File: src/hw/adc_ctrl_pkg.sv
package adc_ctrl_pkg;

   // Register word offsets on the APB bus
   localparam logic [11:0] OFFS_CONTROL_ONE  = 12'h000;
   localparam logic [11:0] OFFS_CONTROL_TWO  = 12'h004;
   localparam logic [11:0] OFFS_PIN_LOW      = 12'h008;
   localparam logic [11:0] OFFS_PIN_HIGH     = 12'h00C;
   localparam logic [11:0] OFFS_RESULT_LOW   = 12'h010;
   localparam logic [11:0] OFFS_RESULT_HIGH  = 12'h014;
   localparam logic [11:0] OFFS_MISC         = 12'h018;

   // Control one fields
   localparam int BIT_START   = 7;
   localparam int BIT_BUSY    = 6;
   localparam int BIT_PDOWN   = 5;
   localparam int BIT_JUSTIFY = 4;
   localparam int POS_CHSEL   = 0;
   // Control two fields
   localparam int BIT_IREF    = 7;
   localparam int BIT_BGON    = 6;
   localparam int BIT_REFSEL  = 4;
   localparam int POS_DIVSEL  = 0;
   // Misc register fields
   localparam int BIT_IRQ_EN  = 0;
   localparam int BIT_IRQ_FLG = 1;
   localparam int BIT_SUPMON  = 2;

   // Reset values and control two write mask
   localparam logic [7:0] RST_CONTROL_ONE = 8'h60;
   localparam logic [7:0] RST_CONTROL_TWO = 8'h00;
   localparam logic [7:0] RST_PIN_LOW     = 8'hFF;
   localparam logic [3:0] RST_PIN_HIGH    = 4'hF;
   localparam logic [7:0] CTRL_TWO_MASK   = 8'hD7;

   // Timing and channel counts
   localparam int          CONV_CLOCKS    = 16;
   localparam logic [2:0]  DIV_UNDEFINED  = 3'b111;
   localparam logic [3:0]  CH_LAST        = 4'hB;
   localparam int          NUM_CHANNELS   = 12;

   typedef enum logic [1:0] {
      ST_IDLE  = 2'b00,
      ST_RESET = 2'b01,
      ST_CONV  = 2'b10
   } conv_state_t;

endpackage

File: src/hw/adc_sequencing_control.sv
`timescale 1ns/1ps
`default_nettype none
module adc_sequencing_control
   import adc_ctrl_pkg::*;
(
   input  wire logic        pclk,
   input  wire logic        presetn,
   input  wire logic        psel,
   input  wire logic        penable,
   input  wire logic        pwrite,
   input  wire logic [11:0] paddr,
   input  wire logic [31:0] pwdata,
   input  wire logic [3:0]  pstrb,
   output logic      [31:0] prdata,
   output logic             pready,
   output logic             pslverr,
   input  wire logic [11:0] sar_result,
   output logic             converter_reset,
   output logic             converter_power_down,
   output logic             conv_clk_en,
   output logic             bandgap_power,
   output logic             bandgap_connect,
   output logic             ref_source_select,
   output logic             vref_other_off,
   output logic      [11:0] channel_connect,
   output logic      [11:0] analog_pin_sel,
   output logic      [11:0] pullup_disable,
   output logic      [11:0] dir_override,
   output logic             conv_irq
);
   typedef struct packed {
      logic [7:0]  ctrl_one;
      logic [7:0]  ctrl_two;
      logic [7:0]  pin_low;
      logic [3:0]  pin_high;
      logic        irq_en;
      logic        irq_flag;
      logic        supmon;
      logic [11:0] result;
      conv_state_t state;
      logic [4:0]  periods;
      logic [31:0] prdata;
      logic        pready;
      logic        pslverr;
      logic        conv_reset;
      logic        clk_en;
      logic        bg_power;
      logic        bg_connect;
      logic        ref_sel;
      logic        vref_off;
      logic [11:0] ch_connect;
      logic [11:0] pin_sel;
      logic [11:0] pu_dis;
      logic [11:0] dir_ovr;
      logic        irq;
   } state_t;

   state_t cur;
   state_t next_cur;

   logic        tick;
   logic [11:0] mux_connect;
   logic [11:0] mux_pullup;
   logic [11:0] mux_dir;
   logic        mux_bg;
   logic        mux_vref;
   logic        mux_vref_off;
   logic        wr_access;
   logic        rd_access;
   logic        acc_start;
   logic        start_now;
   logic        done;
   logic [7:0]  wbyte;
   logic [7:0]  rbyte;
   logic [15:0] justified;
   logic        hit;

   conv_clk_prescaler u_presc (
      .pclk    (pclk),
      .presetn (presetn),
      .div_sel (cur.ctrl_two[POS_DIVSEL +: 3]),
      .tick    (tick)
   );

   pin_mux_ctrl u_mux (
      .pin_sel            ({cur.pin_high, cur.pin_low}),
      .channel_select     (cur.ctrl_one[POS_CHSEL +: 4]),
      .internal_ref_route (cur.ctrl_two[BIT_IREF]),
      .ref_source_select  (cur.ctrl_two[BIT_REFSEL]),
      .channel_connect    (mux_connect),
      .pullup_disable     (mux_pullup),
      .dir_override       (mux_dir),
      .bandgap_connect    (mux_bg),
      .vref_pin_func      (mux_vref),
      .vref_other_off     (mux_vref_off)
   );

   always_comb begin
      next_cur  = cur;
      // Writes land at the edge the master sees pready high, not before
      acc_start = psel && penable && !cur.pready;
      wr_access = psel && penable && pwrite && cur.pready;
      rd_access = acc_start && !pwrite;
      wbyte     = pstrb[0] ? pwdata[7:0] : 8'h00;
      start_now = cur.ctrl_one[BIT_START];
      done      = 1'b0;
      hit       = 1'b1;
      justified = cur.ctrl_one[BIT_JUSTIFY] ? {4'h0, cur.result}
                                            : {cur.result, 4'h0};
      rbyte     = 8'h00;

      // Conversion sequencer
      case (cur.state)
         ST_IDLE: begin
            if (start_now) begin
               next_cur.state = ST_RESET;
            end
         end
         ST_RESET: begin
            if (!start_now) begin
               next_cur.state   = ST_CONV;
               next_cur.periods = 5'd0;
            end
         end
         ST_CONV: begin
            if (start_now) begin
               next_cur.state = ST_RESET;
            end else if (tick) begin
               if (cur.periods == 5'(CONV_CLOCKS - 1)) begin
                  next_cur.state = ST_IDLE;
                  done = 1'b1;
               end else begin
                  next_cur.periods = cur.periods + 5'd1;
               end
            end
         end
         default: begin
            next_cur.state = ST_IDLE;
         end
      endcase

      if (done) begin
         next_cur.ctrl_one[BIT_BUSY] = 1'b0;
         next_cur.result = sar_result;
      end
      if (start_now) begin
         next_cur.ctrl_one[BIT_BUSY] = 1'b1;
      end

      // APB access, one wait state per transfer
      next_cur.pready  = psel && penable && !cur.pready;
      next_cur.pslverr = 1'b0;
      case (paddr)
         OFFS_CONTROL_ONE: begin
            rbyte = cur.ctrl_one;
         end
         OFFS_CONTROL_TWO: begin
            rbyte = cur.ctrl_two & CTRL_TWO_MASK;
         end
         OFFS_PIN_LOW: begin
            rbyte = cur.pin_low;
         end
         OFFS_PIN_HIGH: begin
            rbyte = {4'h0, cur.pin_high};
         end
         OFFS_RESULT_LOW: begin
            rbyte = justified[7:0];
         end
         OFFS_RESULT_HIGH: begin
            rbyte = justified[15:8];
         end
         OFFS_MISC: begin
            rbyte = {5'h00, cur.supmon, cur.irq_flag, cur.irq_en};
         end
         default: begin
            hit = 1'b0;
         end
      endcase
      if (acc_start) begin
         next_cur.pslverr = !hit;
      end
      if (rd_access) begin
         next_cur.prdata  = {24'h00_0000, rbyte};
      end
      if (wr_access) begin
         if (pstrb[0]) begin
            case (paddr)
               OFFS_CONTROL_ONE: begin
                  next_cur.ctrl_one = {wbyte[7], next_cur.ctrl_one[BIT_BUSY],
                                       wbyte[5:0]};
               end
               OFFS_CONTROL_TWO: begin
                  next_cur.ctrl_two = wbyte & CTRL_TWO_MASK;
               end
               OFFS_PIN_LOW: begin
                  next_cur.pin_low = wbyte;
               end
               OFFS_PIN_HIGH: begin
                  next_cur.pin_high = wbyte[3:0];
               end
               OFFS_MISC: begin
                  next_cur.irq_en = wbyte[BIT_IRQ_EN];
                  next_cur.supmon = wbyte[BIT_SUPMON];
                  if (wbyte[BIT_IRQ_FLG]) begin
                     next_cur.irq_flag = 1'b0;
                  end
               end
               default: begin
                  // Unmapped or result registers: no effect; unmapped ones flag an error with pready
               end
            endcase
         end
      end
      if (done) begin
         next_cur.irq_flag = 1'b1;
      end

      // Registered outputs
      next_cur.conv_reset = next_cur.state == ST_RESET;
      next_cur.clk_en     = tick && cur.state == ST_CONV;
      next_cur.bg_power   = (cur.ctrl_two[BIT_BGON] && mux_bg) || cur.supmon;
      next_cur.bg_connect = mux_bg;
      next_cur.ref_sel    = mux_vref;
      next_cur.vref_off   = mux_vref_off;
      next_cur.ch_connect = mux_connect;
      next_cur.pin_sel    = {cur.pin_high, cur.pin_low};
      next_cur.pu_dis     = mux_pullup;
      next_cur.dir_ovr    = mux_dir;
      next_cur.irq        = cur.irq_flag && cur.irq_en;
   end

   always_ff @(posedge pclk or negedge presetn) begin
      if (!presetn) begin
         cur          <= '0;
         cur.ctrl_one <= RST_CONTROL_ONE;
         cur.ctrl_two <= RST_CONTROL_TWO;
         cur.pin_low  <= RST_PIN_LOW;
         cur.pin_high <= RST_PIN_HIGH;
         cur.pin_sel  <= {RST_PIN_HIGH, RST_PIN_LOW};
         cur.pu_dis   <= {RST_PIN_HIGH, RST_PIN_LOW};
         cur.dir_ovr  <= {RST_PIN_HIGH, RST_PIN_LOW};
         cur.ch_connect <= 12'h001;
      end else begin
         cur <= next_cur;
      end
   end

   assign prdata               = cur.prdata;
   assign pready               = cur.pready;
   assign pslverr              = cur.pslverr;
   assign converter_reset      = cur.conv_reset;
   assign converter_power_down = cur.ctrl_one[BIT_PDOWN];
   assign conv_clk_en          = cur.clk_en;
   assign bandgap_power        = cur.bg_power;
   assign bandgap_connect      = cur.bg_connect;
   assign ref_source_select    = cur.ref_sel;
   assign vref_other_off       = cur.vref_off;
   assign channel_connect      = cur.ch_connect;
   assign analog_pin_sel       = cur.pin_sel;
   assign pullup_disable       = cur.pu_dis;
   assign dir_override         = cur.dir_ovr;
   assign conv_irq             = cur.irq;
endmodule
`default_nettype wire

File: src/hw/conv_clk_prescaler.sv
`timescale 1ns/1ps
`default_nettype none
module conv_clk_prescaler
   import adc_ctrl_pkg::*;
(
   input  wire logic       pclk,
   input  wire logic       presetn,
   input  wire logic [2:0] div_sel,
   output logic            tick
);
   typedef struct packed {
      logic [5:0] count;
      logic [2:0] last_sel;
      logic       tick;
   } presc_t;

   presc_t cur;
   presc_t next_cur;
   logic [5:0] limit;

   always_comb begin
      next_cur = cur;
      limit = 6'((7'd1 << div_sel) - 7'd1);
      next_cur.last_sel = div_sel;
      next_cur.tick = 1'b0;
      if (div_sel != cur.last_sel || div_sel == DIV_UNDEFINED) begin
         next_cur.count = 6'h00;
      end else if (cur.count >= limit) begin
         next_cur.count = 6'h00;
         next_cur.tick = 1'b1;
      end else begin
         next_cur.count = cur.count + 6'h01;
      end
   end

   always_ff @(posedge pclk or negedge presetn) begin
      if (!presetn) begin
         cur <= '0;
      end else begin
         cur <= next_cur;
      end
   end

   assign tick = cur.tick;
endmodule
`default_nettype wire

File: src/hw/pin_mux_ctrl.sv
`timescale 1ns/1ps
`default_nettype none
module pin_mux_ctrl
   import adc_ctrl_pkg::*;
(
   input  wire logic [11:0] pin_sel,
   input  wire logic [3:0]  channel_select,
   input  wire logic        internal_ref_route,
   input  wire logic        ref_source_select,
   output logic      [11:0] channel_connect,
   output logic      [11:0] pullup_disable,
   output logic      [11:0] dir_override,
   output logic             bandgap_connect,
   output logic             vref_pin_func,
   output logic             vref_other_off
);
   genvar g;
   generate
      for (g = 0; g < NUM_CHANNELS; g++) begin : g_ch
         assign channel_connect[g] = !internal_ref_route
                                     && channel_select == 4'(g);
         assign pullup_disable[g] = pin_sel[g];
         assign dir_override[g]   = pin_sel[g];
      end
   endgenerate
   assign bandgap_connect = internal_ref_route;
   assign vref_pin_func  = ref_source_select;
   assign vref_other_off = ref_source_select;
endmodule
`default_nettype wire

File: config.mk
export PLATFORM = sky130hd
export DESIGN_NAME = adc_sequencing_control
export DESIGN_NICKNAME = d
export VERILOG_FILES = /design/src/hw/adc_ctrl_pkg.sv /design/src/hw/adc_sequencing_control.sv /design/src/hw/conv_clk_prescaler.sv /design/src/hw/pin_mux_ctrl.sv
export SDC_FILE = /design/constraint.sdc
export NUM_CORES = 1
export LEC_CHECK = 0
export BUFFER_PORTS_ARGS = -buffer_cell sky130_fd_sc_hd__buf_2
export CORE_ASPECT_RATIO = 1.1
export CORE_MARGIN = 4
export CORE_UTILIZATION = 48
export DETAILED_ROUTE_END_ITERATION = 12
export HOLD_SLACK_MARGIN = 0.08
export PLACE_DENSITY = 0.76
export SLEW_MARGIN = 30
export SYNTH_ARGS = -nofsm -noshare
export SYNTH_HDL_FRONTEND = slang
export SYNTH_SLANG_ARGS = --single-unit
File: constraint.sdc
create_clock -name pclk -period 3.1 [get_ports pclk]
set_clock_uncertainty 0.15 [all_clocks]
set_input_delay 0.155 -clock pclk [delete_from_list [all_inputs] [get_ports pclk]]
set_output_delay 0.155 -clock pclk [all_outputs]
set_load 0.02 [all_outputs]
==> results of run 1 <==
placed cells by master, fill, tap and decap left out, types with 3 or more instances in the layout:
master	netlist	routed
nand2b_1	3	3
and2_1	5	5
a21oi_1	5	5
a2bb2oi_1	3	3
buf_4	82	3
dfrtp_1	71	69
dlygate4sd3_1	0	31
nand2_1	48	48
buf_2	4	102
nand4_1	3	3
dfstp_2	27	27
a21o_1	3	3
conb_1	1	24
ha_1	10	10
inv_1	10	10
mux2_2	20	20
nand3_1	9	9
clkbuf_8	0	9
xor2_1	4	4
clkinvlp_4	0	4
a31oi_1	3	3
mux2i_1	17	17
nor4b_1	3	3
nor3_1	13	12
or3_1	4	4
o21ai_0	24	24
nor4_1	3	3
nor2b_1	8	8
a21boi_0	3	3
xnor2_1	5	5
and3_1	4	4
a211oi_1	4	4
nor2_1	27	27
logic make-up (layout without fill, tap and decap cells):
logic type	after synthesis	after routing	synth area share
AOI/OAI and AO/OA	64	64	0.08483
xor gates and xnor gates	9	9	0.01572
adders and majority gates	10	10	0.02495
buffers and inverters	108	162	0.1432
DFF	98	98	0.4958
muxes	40	40	0.08932
other	1	24	0.0007478
and+or+nand+nor	140	140	0.1455
cell type report:
cell class	instances	area (µm²)
Clock buffer	10	148.9
Clock inverter	6	47.55
Fill cell	852	4389
Inverter	10	37.54
Multi-Input combinational cell	287	1902
Sequential cell	98	2489
Tap cell	140	175.2
Timing Repair Buffer	136	843.3
flip-flops by register name, summed over array words and instances (netlist names), 8 cells and up:
name,flops
channel_connect,12
cur,47
dir_override,12
prdata,8
u_presc.cur,9
per-stage QoR:
| step | utilization | cells | power [mW] | hold WS (ns) |
|---|---|---|---|---|
| 3_3_place_gp | 0.5112 | 640 | 1.614 | 0.1225 |
| 2_1_floorplan | - | 493 | 1.551 | -0.2906 |
| 3_5_place_dp | 0.5112 | 640 | 1.628 | 0.1259 |
| 6_report | 0.5625 | 687 | 2.437 | 0.1683 |
| 4_1_cts | 0.5617 | 687 | 2.455 | 0.1445 |
| 5_1_grt | 0.5625 | 687 | 2.557 | 0.1674 |
worst paths after layout:
kind                                     to  slack (ns)
min in group asynchronous         prdata[0]        0.24
setup reg to reg             u_presc.cur[7]        0.25
hold reg to reg            dir_override[11]        0.22
setup / recovery             u_presc.cur[7]        0.25
hold / removal                    prdata[3]        0.17
max in group asynchronous          cur[111]        1.76
power breakdown:
part	internal [mW]	leakage, nW	switching [mW]
logic	0.109	1.43	0.148
registers	1.33	1.18	0.0501
clock network	0.344	0.0863	0.460
worst max-delay path: cells and delay by family (launching register included):
family / cells / cell delay, ns
AND/OR/NAND/NOR: 3 / 0.88
AO/OA/AOI/OAI: 5 / 0.75
adder cells (fa/ha/maj): 2 / 0.53
flip-flops: 1 / 0.48
per-layer routing:
layer / global-route usage / share of wire / wire length, µm
met3: 0.04043 / 0.080 / 857
met4: 0.08311 / 0.024 / 261
met2: 0.2895 / 0.48 / 5148
met1: 0.2385 / 0.42 / 4463
met5: 0 / 0 / 0
repair_timing:
action	in CTS	in global routing
endpoints found under the hold margin	81	0
hold buffers	31	0
endpoints found under the setup margin	0	6
gates resized for setup	0	3
==> results_dict.tcl, run 1 <==
set metrics [dict create \
    status "completed" \
    setup_violations 0 \
    drt-pass1-iter-count 6 \
    slew_headroom 0.4936 \
    async_flop_share 1.000 \
    drc 0 \
    peakVddDrop_mv 0.2229 \
    io_buffers 103 \
    max_freq_mhz 350.7 \
    drive_above_1_share 0.3364 \
    drt-initial-drc-count 318 \
    hold_viol_final 0 \
    path_clk_slew_ns 0.10 \
    p_per_area_nw_per_um2 431.9 \
    syn_to_final_growth_pct 12.52 \
    cts_root_buf "clkbuf_8" \
    r2r-start "cur[123]" \
    grt_overflow 0 \
    synth-seq-cells 98 \
    grt_usage 0.1817 \
    synth_top_area_frac 0.3543 \
    cp-end-kind "register" \
    pin_count 155 \
    synth.avg_cell_area_um2 10.67 \
    drv_cap 0 \
    postRouteAntennaNets 0 \
    synth_edf_count 0 \
    tightestPinTransition_ns 0.7596 \
    grt_pass1_vias 3383 \
    wl_per_cell_um 15.62 \
    finalWorstSetupSlack_ns 0.2485 \
    nNetsFinal 617 \
    postCtsSetupRepairBufs 0 \
    critPathMaxFanout 10 \
    synth_cell_types 56 \
    pre_cts_ws_ns 0.2492 \
    ys_warn_count 0 \
    worstSkewPairLatency_ns 0.37 \
    routed_wirelength_mm 10.73 \
    syn-cell-area_um2 5015 \
    clockBufferDepth 2 \
    synth-main-ff-cell "dfrtp_1" \
    critical_path.startpoint_type "register" \
    fin_crit_sh 0.9199 \
    worst_path_max_delay_cell "dfrtp_2" \
    ctsHtreeMaxLevel 3 \
    die_width_um 105.5 \
    crit_arrival_ns 3.01 \
    chipHeight_um 115.2 \
    numCtsBuffers 9 \
    clock-sinks 98 \
    min_from "paddr[4]" \
    worstPathRequired_ns 3.26 \
    hold_path_class "primary input to register" \
    stdcell_area_um2 5643 \
    place_area_um2 5129 \
    rr_worst_depth 10 \
    ys_seq_area_frac 0.4958 \
    cpPeakStageDelay_ns 0.48 \
    synth_area_leaders "dfrtp_1 (35%), dfstp_2 (14%), buf_4 (12%)" \
    fp.dieArea_um2 12150 \
    crit_chain "or3_1 > ha_1 > a21o_1 > a21oi_1 > ha_1 > a21o_1 > a21oi_1 > o21ai_0 > or2_2 > nor2_1" \
    setup_tns_ns 0 \
    path_class "register to register" \
    rsz0062_at_grt "false" \
    post-synth-top-count-cell "buf_4" \
    grt_pass1_wl_mm 17.37 \
    synth_commonest_cells "buf_4 (82), dfrtp_1 (71), nand2_1 (48)" \
    viasPerCell 5.147 \
    drv_slew 0 \
    gp_congestion 0.9410 \
    hold_path_depth 4 \
    post-route-min-period_ns 2.852 \
    startpoint "cur[123]" \
    antenna_found_initial 0 \
    dp_hpwl_mm 7.927 \
    leakage_nw 2.696 \
    grt_max_degree 63 \
    fp.coreArea_um2 10030 \
    cts_tree "yes" \
    start_util 0.4999 \
    fp-row-count 38 \
    insertedDiodeCount 0 \
    route.vias.total 3536 \
    synthCells 470 \
    yosys.area.top_type "dfrtp_1" \
]
Note: power is estimated with default switching activity, not from simulation.
==> run 2, diff against run 1 <==
--- a/config.mk
+++ b/config.mk
@@ -12,6 +12,7 @@
 export DETAILED_ROUTE_END_ITERATION = 12
 export HOLD_SLACK_MARGIN = 0.08
 export PLACE_DENSITY = 0.76
+export REMOVE_ABC_BUFFERS = 1
 export SLEW_MARGIN = 30
 export SYNTH_ARGS = -nofsm -noshare
 export SYNTH_HDL_FRONTEND = slang
==> results_dict.tcl, run 2 (synthesis results as in run 1) <==
set metrics [dict create \
    seq_area_um2 2486 \
    place_area_um2 5141 \
    fin_crit_sh 0.9325 \
    io_buffers 103 \
    fp.dieArea_um2 12150 \
    pre_cts_ws_ns 0.2598 \
    path_buf_inv 0 \
    wl_per_cell_um 15.51 \
    drc 0 \
    clockBufferDepth 2 \
    cpPeakStageDelay_ns 0.47 \
    drv_slew 0 \
    hold_end "prdata[6]" \
    rsz0062_at_grt "false" \
    power.internal_mw 1.773 \
    fp.coreArea_um2 10030 \
    chipHeight_um 115.2 \
    rr_endpoint "u_presc.cur[8]" \
    worstPathRequired_ns 3.24 \
    numCtsBuffers 9 \
    layout_commonest_cell "buf_2" \
    cp-end-kind "register" \
    p_per_area_nw_per_um2 426.6 \
    route.vias.total 3518 \
    die_width_um 105.5 \
    grt_pass1_vias 3468 \
    multiInputGateArea_um2 1897 \
    drt-pass1-iter-count 5 \
    cp_top_family "simple AND/OR/NAND/NOR gates" \
    nNetsFinal 616 \
    comb_power_share 0.106 \
    drive_above_1_share 0.3278 \
    postRouteAntennaNets 0 \
    gp_congestion 0.8959 \
    cts_root_buf "clkbuf_8" \
    startpoint "cur[124]" \
    grt_usage 0.1803 \
    viasPerCell 5.128 \
    post-route-min-period_ns 2.891 \
    fp-row-count 38 \
    path_class "register to register" \
    peakVddDrop_mv 0.2186 \
    rr_worst_depth 11 \
    largest_reg_flops 47 \
    drt-initial-drc-count 322 \
    cts_tree "yes" \
    layout_common_cells "buf_2 (102), dfrtp_1 (71), nand2_1 (48), dlygate4sd3_1 (30)" \
    pwr-share-clk 0.321 \
    crit_arrival_ns 3.03 \
    leakage_nw 2.701 \
    post-route-util 0.5606 \
    min_from "paddr[10]" \
    hold_path_depth 5 \
    ctsHtreeMaxLevel 3 \
    syn_to_final_growth_pct 12.15 \
    rrSetupSlack_ns 0.21 \
    sw_frac_of_total 0.2609 \
    p_seq_frac 0.573 \
    pin_count 155 \
    path_clk_slew_ns 0.09 \
    critical_path.startpoint_type "register" \
    hold_viol_final 0 \
    final_cells 686 \
    grt_max_degree 53 \
    grt_pass1_wl_mm 17.30 \
    setup_violations 0 \
    dp.cells 640 \
    stdcell_area_um2 5624 \
    finalWorstSetupSlack_ns 0.2092 \
    start_util 0.4999 \
    grt_overflow 0 \
    slew_headroom 0.5618 \
    drv_cap 0 \
    dp_hpwl_mm 7.646 \
    critPathMaxFanout 8 \
    crit_chain "or3_1 > ha_1 > nor3_1 > a21o_1 > a21oi_1 > ha_1 > a21o_1 > a21oi_1 > o21ai_0 > or2_2 > nor2_1" \
    switching_power_mw 0.6260 \
    r2r-start "cur[124]" \
    fillers 850 \
    hold_path_class "primary input to register" \
    setup_tns_ns 0 \
    largest-register "cur" \
    worst_path_max_delay_cell "dfrtp_1" \
    clock-sinks 98 \
    worstSkewPairLatency_ns 0.37 \
    tightestPinTransition_ns 0.6557 \
    status "completed" \
    antenna_found_initial 0 \
    max_freq_mhz 345.9 \
    insertedDiodeCount 0 \
    routed_wirelength_mm 10.64 \
]
run 2: power groups by stage:
stage	sequential (mW)	combinational [mW]	clock, mW
floorplan	1.39	0.125	0
global placement	1.40	0.217	0
detailed placement	1.40	0.224	0
CTS	1.37	0.255	0.790
global route	1.38	0.290	0.848
finish	1.37	0.254	0.771
run 2: what timing repair did:
action                    4_1_cts  5_1_grt
gates resized for setup         0        0
hold endpoints to repair       89        0
hold buffers                   30        0
setup buffers                   0        0
run 2: cell type report:
cell class / instances / share of cell area
tap: 140 / 0.03115
sequential: 98 / 0.4420
clock inverter: 3 / 0.004227
multi-input combinational: 287 / 0.3373
timing repair buffer: 135 / 0.1504
clock buffer: 13 / 0.02825
inverter: 10 / 0.006674
run 2: layer usage:
| metal | GRT usage | vias to the layer above | share of wire |
|---|---|---|---|
| met5 | 0 | - | 0 |
| met4 | 0.07349 | 0 | 0.022 |
| met3 | 0.02807 | 18 | 0.069 |
| met2 | 0.2925 | 133 | 0.48 |
| met1 | 0.2441 | 1710 | 0.43 |
| li1 | - | 1657 | - |
run 2: worst max path at each step:
stage	to	depth (start not counted)	slack, ns
after global placement	u_presc.cur[9]	11	0.39
final	u_presc.cur[8]	11	0.21
after detailed placement	u_presc.cur[8]	11	0.26
after CTS	u_presc.cur[8]	11	0.19
after floorplan	u_presc.cur[6]	11	0.48
after global routing	u_presc.cur[9]	11	0.03
run 2: worst register-to-register path: cells and delay by family (launching register included):
family | cells | cell delay, ns
and+or+nand+nor | 4 | 1.07
adders and majority gates | 2 | 0.57
AOI/OAI and AO/OA | 5 | 0.55
DFF | 1 | 0.47
run 2: metrics by stage:
stage                     hold WS [ns]  total power, mW
after global routing            0.1420            2.518
after global placement         0.03943            1.612
after detailed placement       0.05404            1.623
after CTS                       0.1304            2.420
after floorplan                -0.2906            1.516
final                           0.1404            2.399
